$ cat config.mk
export PLATFORM = sky130hd
export DESIGN_NAME = ddsl_top
export DESIGN_NICKNAME = d
export VERILOG_FILES = /design/src/ddsl_pkg.sv /design/src/ddsl_sync2.sv /design/src/ddsl_top.sv
export VERILOG_INCLUDE_DIRS = /design/src
export SDC_FILE = /design/constraint.sdc
export NUM_CORES = 1
export LEC_CHECK = 0
export ABC_AREA = 0
export BUFFER_PORTS_ARGS = -buffer_cell sky130_fd_sc_hd__buf_2
export CAP_MARGIN = 20
export CORE_ASPECT_RATIO = 0.5
export CORE_MARGIN = 1
export CORE_UTILIZATION = 40
export CTS_CLUSTER_DIAMETER = 30
export DETAILED_ROUTE_END_ITERATION = 7
export GPL_TIMING_DRIVEN = 0
export SYNTH_ARGS = -nofsm -noshare
export SYNTH_HDL_FRONTEND = slang
export SYNTH_SLANG_ARGS = --single-unit
export TNS_END_PERCENT = 50
$ cat constraint.sdc
create_clock -name mclk -period 2 [get_ports mclk]
set_input_delay 0.4 -clock mclk [delete_from_list [all_inputs] [get_ports mclk]]
set_output_delay 0.4 -clock mclk [all_outputs]
set_load 0.05 [all_outputs]
$ cat src/ddsl_params.svh
// timing counts, field positions and reset values of the dual dac serial loader
`ifndef DDSL_PARAMS_SVH
`define DDSL_PARAMS_SVH
`define DDSL_FRAME_BITS 16
`define DDSL_BIT_CHAN 15
`define DDSL_BIT_BUF 14
`define DDSL_BIT_MODE_HI 13
`define DDSL_BIT_MODE_LO 12
`define DDSL_CODE_MSB 11
`define DDSL_CODE_W 12
`define DDSL_RST_CODE 12'h000
`define DDSL_RST_MODE 2'h0
`define DDSL_RST_BUF 1'h0
`define DDSL_CLK_PERIOD_NS 4
`define DDSL_SYNC_STAGES 2
`endif

$ cat src/ddsl_pkg.sv
// types shared by the dual dac serial loader
`default_nettype none
package ddsl_pkg;
    typedef enum logic [1:0] {
        DDSL_PWR_NORMAL = 2'h0,
        DDSL_PWR_DOWN_1K = 2'h1,
        DDSL_PWR_DOWN_100K = 2'h2,
        DDSL_PWR_DOWN_HIZ = 2'h3
    } ddsl_pwr_mode_t;
    typedef struct packed {
        logic [11:0] code;
        logic [1:0] mode;
        logic buffered;
    } ddsl_chan_cfg_t;
    typedef struct packed {
        logic load_outputs_n;
        logic power_mode_hi;
        logic power_mode_lo;
    } ddsl_unused_t;
endpackage
`default_nettype wire

$ cat src/ddsl_sync2.sv
// two flip-flop level synchroniser, one per bit
`timescale 1ns/1ps
`default_nettype none
module ddsl_sync2 #(
    parameter int W = 3
) (
    input wire logic mclk,
    input wire logic arst_n,
    input wire logic [W-1:0] async_in,
    output logic [W-1:0] sync_out
);
    logic [W-1:0] meta_q;
    logic [W-1:0] meta_d;
    logic [W-1:0] sync_q;
    logic [W-1:0] sync_d;

    always_comb
    begin
        meta_d = async_in;
        sync_d = meta_q;
    end

    // reset every stage to zero; ddsl_top inverts sync and load so that reads as both high, clock low
    always_ff @(posedge mclk or negedge arst_n)
    begin
        if (!arst_n)
        begin
            meta_q <= '0;
            sync_q <= '0;
        end
        else
        begin
            meta_q <= meta_d;
            sync_q <= sync_d;
        end
    end

    assign sync_out = sync_q;
endmodule
`default_nettype wire

$ cat src/ddsl_top.sv
// serial front end of a dual channel dac: shift register, input and dac registers
// Function
// - sixteen bit shift register, one word per frame
// - sample data on sixteen falling clock edges
// - msb first; bit 15 picks channel
// - bit 14 buffered reference, default unbuffered
// - bits 13:12 mode, default zero
// - code follows control bits, narrow variants truncate
// - code is straight binary
// - bits taken only while frame select low
// - ignore edges after sixteenth until reselect
// - full frame loads addressed input register
// - early frame select rise abandons frame
// - load strobe updates both channels together
// - reset clears registers, normal, unbuffered
// - mode decode: normal, 1k, 100k, hiz
// - dac registers transparent while strobe low
// - dac register updates only after new write
// - power down leaves register contents alone
`include "ddsl_params.svh"
`timescale 1ns/1ps
`default_nettype none
module ddsl_top #(
    parameter int CODE_BITS = 12
) (
    input wire logic mclk,
    input wire logic arst_n,
    input wire logic frame_sel_n,
    input wire logic sclk,
    input wire logic sdin,
    input wire logic load_outputs_n,
    output logic [11:0] dac_code_a,
    output logic [11:0] dac_code_b,
    output logic [1:0] power_mode_a,
    output logic [1:0] power_mode_b,
    output logic ref_buffered_a,
    output logic ref_buffered_b,
    output logic [11:0] input_code_a,
    output logic [11:0] input_code_b,
    output logic frame_done
);
    // ==========================================================
    // pin synchronisers
    logic [3:0] pins_s;
    logic sel_n_s;
    logic sclk_s;
    logic din_s;
    logic ldn_s;

    ddsl_sync2 #(.W(4)) u_sync (
        .mclk(mclk),
        .arst_n(arst_n),
        .async_in({~frame_sel_n, sclk, sdin, ~load_outputs_n}),
        .sync_out(pins_s)
    );

    // inverted active-low pins so the reset value zero means idle
    always_comb
    begin
        sel_n_s = ~pins_s[3];
        sclk_s = pins_s[2];
        din_s = pins_s[1];
        ldn_s = ~pins_s[0];
    end

    // ==========================================================
    // serial shifter
    logic sclk_prev_q, sclk_prev_d;
    logic [15:0] shift_q, shift_d;
    logic [4:0] cnt_q, cnt_d;
    logic lock_q, lock_d;
    logic done_q, done_d;
    logic fall;

    always_comb
    begin
        fall = sclk_prev_q & ~sclk_s;
        sclk_prev_d = sclk_s;
        shift_d = shift_q;
        cnt_d = cnt_q;
        lock_d = lock_q;
        done_d = 1'b0;
        if (sel_n_s)
        begin
            cnt_d = 5'h00;
            lock_d = 1'b0;
        end
        else if (fall && !lock_q)
        begin
            shift_d = {shift_q[14:0], din_s};
            cnt_d = cnt_q + 5'h01;
            if (cnt_q == 5'(`DDSL_FRAME_BITS - 1))
            begin
                lock_d = 1'b1;
                done_d = 1'b1;
            end
        end
    end

    always_ff @(posedge mclk or negedge arst_n)
    begin
        if (!arst_n)
        begin
            sclk_prev_q <= 1'b0;
            shift_q <= 16'h0000;
            cnt_q <= 5'h00;
            lock_q <= 1'b0;
            done_q <= 1'b0;
        end
        else
        begin
            sclk_prev_q <= sclk_prev_d;
            shift_q <= shift_d;
            cnt_q <= cnt_d;
            lock_q <= lock_d;
            done_q <= done_d;
        end
    end

    // ==========================================================
    // input and dac registers per channel
    ddsl_pkg::ddsl_chan_cfg_t in_q [2], in_d [2];
    logic [11:0] dac_q [2], dac_d [2];
    logic [1:0] pend_q, pend_d;
    logic [11:0] code_mask;
    logic [11:0] new_code;

    // narrower parts drop trailing code bits
    always_comb
    begin
        code_mask = 12'hfff << (`DDSL_CODE_W - CODE_BITS);
        new_code = shift_q[`DDSL_CODE_MSB:0] & code_mask;
    end

    // only a completed frame reaches here; abort writes nothing
    always_comb
    begin
        for (int c = 0; c < 2; c++)
        begin
            in_d[c] = in_q[c];
            dac_d[c] = dac_q[c];
            pend_d[c] = pend_q[c];
            if (!ldn_s && pend_q[c])
            begin
                dac_d[c] = in_q[c].code;
                pend_d[c] = 1'b0;
            end
            if (done_q && (shift_q[`DDSL_BIT_CHAN] == c[0]))
            begin
                in_d[c].code = new_code;
                in_d[c].buffered = shift_q[`DDSL_BIT_BUF];
                in_d[c].mode = shift_q[`DDSL_BIT_MODE_HI:`DDSL_BIT_MODE_LO];
                pend_d[c] = 1'b1;
            end
        end
    end

    always_ff @(posedge mclk or negedge arst_n)
    begin
        if (!arst_n)
        begin
            for (int c = 0; c < 2; c++)
            begin
                in_q[c] <= '{code: `DDSL_RST_CODE, mode: `DDSL_RST_MODE,
                             buffered: `DDSL_RST_BUF};
                dac_q[c] <= `DDSL_RST_CODE;
            end
            pend_q <= 2'h0;
        end
        else
        begin
            for (int c = 0; c < 2; c++)
            begin
                in_q[c] <= in_d[c];
                dac_q[c] <= dac_d[c];
            end
            pend_q <= pend_d;
        end
    end

    // ==========================================================
    // registered outputs
    // mode goes out raw; codes kept in power down
    always_ff @(posedge mclk or negedge arst_n)
    begin
        if (!arst_n)
        begin
            dac_code_a <= 12'h000;
            dac_code_b <= 12'h000;
            power_mode_a <= 2'h0;
            power_mode_b <= 2'h0;
            ref_buffered_a <= 1'b0;
            ref_buffered_b <= 1'b0;
            input_code_a <= 12'h000;
            input_code_b <= 12'h000;
            frame_done <= 1'b0;
        end
        else
        begin
            dac_code_a <= dac_q[0];
            dac_code_b <= dac_q[1];
            power_mode_a <= in_q[0].mode;
            power_mode_b <= in_q[1].mode;
            ref_buffered_a <= in_q[0].buffered;
            ref_buffered_b <= in_q[1].buffered;
            input_code_a <= in_q[0].code;
            input_code_b <= in_q[1].code;
            frame_done <= done_q;
        end
    end
endmodule
`default_nettype wire

==> impl_metrics.xml <==
<?xml version="1.0" encoding="UTF-8"?>
<metrics>
  <group name="logic_synthesis">
    <metric name="postSynthRegisterBits" unit="">143</metric>
    <metric name="synth_largest_area_cell" unit="">sky130_fd_sc_hd__dfrtp_1</metric>
    <metric name="synth.top_cells.by_area" unit="">sky130_fd_sc_hd__dfrtp_1 (76%), sky130_fd_sc_hd__mux2_2 (14%), sky130_fd_sc_hd__mux2_4 (3.2%), sky130_fd_sc_hd__mux2i_1 (0.64%), sky130_fd_sc_hd__nand2_1 (0.56%)</metric>
    <metric name="synth-edff-count" unit="">0</metric>
    <metric name="syn_nets" unit="">262</metric>
    <metric name="ys_seq_area_share" unit="%">76.5</metric>
    <metric name="syn_inst" unit="">254</metric>
    <metric name="ys_dominant_reg_cell" unit="">sky130_fd_sc_hd__dfrtp_1</metric>
    <metric name="synth_commonest_cells" unit="">sky130_fd_sc_hd__dfrtp_1 (143), sky130_fd_sc_hd__mux2_2 (60), sky130_fd_sc_hd__mux2_4 (10)</metric>
    <metric name="post_synthesis_cell_area" unit="mm^2">0.00468</metric>
    <metric name="post_synth.cell_area_avg" unit="um^2">18.4</metric>
    <metric name="synth.yosys.warnings" unit="">0</metric>
    <metric name="synth.top_cell.area_share" unit="%">76.5</metric>
    <metric name="synth_async_sr_flop_share" unit="%">100</metric>
    <metric name="synthDistinctLibCells" unit="">22</metric>
    <metric name="top_count_cell_post_synth" unit="">sky130_fd_sc_hd__dfrtp_1</metric>
  </group>
  <group name="worst_setup_path">
    <metric name="crit-reg2reg-launch" unit="">u_sync.sync_out[2]</metric>
    <metric name="critical_path_arrival" unit="ns">2.04</metric>
    <metric name="worst-endpoint-required" unit="ns">2.30</metric>
    <metric name="critical_path.endpoint_type" unit="">register</metric>
    <metric name="path_class" unit="">register to register</metric>
    <metric name="reg2reg_setup_slack" unit="ns">0.26</metric>
    <metric name="cp_max_fo" unit="">10</metric>
    <metric name="rr_worst_depth" unit="">5</metric>
    <metric name="worstSetupEndpoint" unit="">shift_q[10]</metric>
    <metric name="critPathLaunchType" unit="">register</metric>
    <metric name="crit-reg2reg-capture" unit="">shift_q[10]</metric>
    <metric name="startpoint" unit="">u_sync.sync_out[2]</metric>
  </group>
  <group name="floorplan">
    <metric name="core_area" unit="mm^2">0.0112</metric>
    <metric name="initial_utilization" unit="%">41.9</metric>
    <metric name="fp.dieH" unit="um">78.5</metric>
    <metric name="die_x" unit="um">155</metric>
    <metric name="io_pins" unit="">61</metric>
    <metric name="rows" unit="">27</metric>
    <metric name="die-area" unit="mm^2">0.0122</metric>
  </group>
  <group name="cts">
    <metric name="h_tree_levels" unit="">4</metric>
    <metric name="worst_setup_hold_path_clk_slew" unit="ns">0.06</metric>
    <metric name="cts_sinks" unit="">143</metric>
    <metric name="worstSkewPairLatency" unit="ns">0.42</metric>
    <metric name="cts_buffers" unit="">17</metric>
    <metric name="clk_root_buffer_cell" unit="">sky130_fd_sc_hd__clkbuf_16</metric>
    <metric name="cts_tree" unit="">done</metric>
    <metric name="clock_path_buffers" unit="">2</metric>
    <metric name="post_cts.resized_instances" unit="">0</metric>
  </group>
  <group name="grt">
    <metric name="grt_pass1_vias" unit="">2502</metric>
    <metric name="final_global_route_overflow_total" unit="">0</metric>
    <metric name="largest_net_degree_at_the_start_of_global_routing" unit="">82</metric>
    <metric name="grt_first_pass_wirelength" unit="um">12900</metric>
    <metric name="grt_util_all_layers" unit="%">14.6</metric>
    <metric name="antenna_violations_before_repair" unit="">0</metric>
  </group>
  <group name="power_and_ir_drop">
    <metric name="switching_power" unit="mW">1.37</metric>
    <metric name="max-vdd-ir-drop" unit="mV">0.584</metric>
    <metric name="power_frac_comb" unit="%">3.0</metric>
    <metric name="post-layout-total-power" unit="mW">6.45</metric>
    <metric name="pwr-share-seq" unit="%">47.6</metric>
    <metric name="power_switching_share" unit="%">21.3</metric>
    <metric name="p_clk_share" unit="%">49.3</metric>
    <metric name="cell_internal_pwr" unit="mW">5.08</metric>
    <metric name="power_density_over_the_cells" unit="mW/mm^2">1110</metric>
    <metric name="power.leakage" unit="nW">3.16</metric>
  </group>
  <group name="sta">
    <metric name="timing.max_slew.rel_slack" unit="%">62.5</metric>
    <metric name="min_cycle_time_layout" unit="ns">1.74</metric>
    <metric name="setup_viol" unit="">0</metric>
    <metric name="min_period_over_period" unit="%">87.0</metric>
    <metric name="report.final.slew_viol_count" unit="">0</metric>
    <metric name="hold-worst-slack" unit="ns">0.0862</metric>
    <metric name="post-route-worst-setup-slack" unit="ns">0.259</metric>
    <metric name="timing.fmax" unit="MHz">574</metric>
    <metric name="timing.clock.skew" unit="ns">0.00629</metric>
    <metric name="timing.final.hold_violations" unit="">0</metric>
    <metric name="timing_worst_slew_pin_value" unit="ns">0.562</metric>
    <metric name="grt_setup_unrepaired" unit="">no</metric>
  </group>
  <group name="routing">
    <metric name="drt_pre_antenna_iters" unit="">5</metric>
    <metric name="routed-via-count" unit="">2266</metric>
    <metric name="drtAntennaViolNets" unit="">0</metric>
    <metric name="drt-vias-per-instance" unit="">4.47</metric>
    <metric name="remaining_drc_errors" unit="">0</metric>
    <metric name="wirelength" unit="um">7530</metric>
    <metric name="drt_initial_violations" unit="">147</metric>
    <metric name="wl_per_cell" unit="um">14.8</metric>
  </group>
  <group name="placement">
    <metric name="detailedPlace.worstSlack" unit="ns">0.259</metric>
    <metric name="postPlaceCellArea" unit="mm^2">0.00521</metric>
    <metric name="routabilityCongestion" unit="">0.697</metric>
    <metric name="dp_hpwl" unit="um">4710</metric>
    <metric name="port_buffers" unit="">60</metric>
  </group>
  <group name="cells_and_area">
    <metric name="stdcell_area" unit="mm^2">0.00583</metric>
    <metric name="fill_cells" unit="">912</metric>
    <metric name="multi_input_comb_area" unit="mm^2">0.00102</metric>
    <metric name="post-route-util" unit="%">52.1</metric>
    <metric name="layout-drive-gt1-share" unit="%">49.4</metric>
    <metric name="antenna-diode-count" unit="">0</metric>
    <metric name="nets" unit="">343</metric>
    <metric name="layout-area-overhead-vs-synth" unit="%">24.5</metric>
    <metric name="seq_area" unit="mm^2">0.00358</metric>
  </group>
  <group name="worst_hold_path">
    <metric name="worst_hold_path_type" unit="">input pin to register</metric>
  </group>
  <group name="flow_run">
    <metric name="cap_viol_max_count" unit="">0</metric>
  </group>
  <group name="outcome">
    <metric name="status" unit="">completed</metric>
  </group>
</metrics>
-- worst min-delay path by stage --
stage / from / endpoint / depth (start not counted)
after floorplan: arst_n / cnt_q[0] / 0
after global placement: u_sync.meta_q[2] / u_sync.sync_out[2] / 0
after detailed placement: u_sync.meta_q[2] / u_sync.sync_out[2] / 0
after CTS: sclk / u_sync.meta_q[2] / 1
after global routing: sclk / u_sync.meta_q[2] / 1
final: sclk / u_sync.meta_q[2] / 1
-- power groups by stage --
stage | registers (mW) | clock network (mW) | logic, mW
after floorplan | 3.09 | 0 | 0.118
after global placement | 3.11 | 0 | 0.181
after detailed placement | 3.12 | 0 | 0.199
after CTS | 3.07 | 3.24 | 0.203
after global routing | 3.08 | 3.38 | 0.220
final | 3.07 | 3.18 | 0.196
-- cell usage in the layout, fill, tap and decap left out, drive strengths merged --
master and count:
xor2 1, o21ai 2, nand4 1, and2 2
bufinv 3, nand2 7, o211a 1, dlygate4sd3 1
clkinv 6, buf 69, clkinvlp 4, nor3b 1
nand2b 3, mux2i 3, clkbuf 18, ha 2
and3 2, a21oi 1, dfrtp 143, mux2 70
inv 6, nor2b 2
-- cell families (layout without fill, tap and decap cells) --
group | after synthesis | count (layout) | share of synthesized area (%)
adder cells (fa/ha/maj) | 2 | 2 | 0.535
multiplexers | 73 | 73 | 18.3
AND/OR/NAND/NOR | 18 | 18 | 2.33
flip-flops | 143 | 143 | 76.5
XOR/XNOR | 1 | 1 | 0.187
buffers and inverters | 13 | 107 | 1.68
AO/OA/AOI/OAI | 4 | 4 | 0.535
-- area by class of cell --
cell class	instances	area share, %
clock buffers	18	7.53
well taps	159	3.41
flip-flops and latches	143	61.4
plain buffers	8	1.03
inverters	5	0.322
clock inverters	14	2.85
multi-input cells	98	17.6
repair buffers	62	5.90
-- critical path: stages (launching register included) --
cell,delay [ns]
sky130_fd_sc_hd__dfrtp_1,0.40
sky130_fd_sc_hd__nor3b_4,0.40
sky130_fd_sc_hd__and2_1,0.20
sky130_fd_sc_hd__buf_6,0.15
sky130_fd_sc_hd__buf_12,0.16
sky130_fd_sc_hd__mux2_4,0.30
-- sequential cells by signal, indices dropped and copies added (netlist names), 5 cells and up --
signal,flops
dac_code_a,12
dac_q,24
in_q,30
input_code_a,12
input_code_b,12
dac_code_b,12
cnt_q,5
shift_q,16
-- layer usage --
| metal | GRT usage [%] | wire (um) |
|---|---|---|
| met1 | 17.6 | 3380 |
| met2 | 22.7 | 3660 |
| met3 | 6.24 | 373 |
| met4 | 7.03 | 109 |
| met5 | 0 | 0 |
-- through the flow --
step	cells	TNS [ns]
after CTS	507	0
after detailed placement	474	0
final	507	0
after global routing	507	0
after floorplan	254	0
after global placement	473	-173.34
-- timing repair --
action,4_1_cts,5_1_grt
endpoints found under the hold margin,62,0
hold buffers,1,0
buffers inserted,0,0
(Power assumes the default switching activity.)
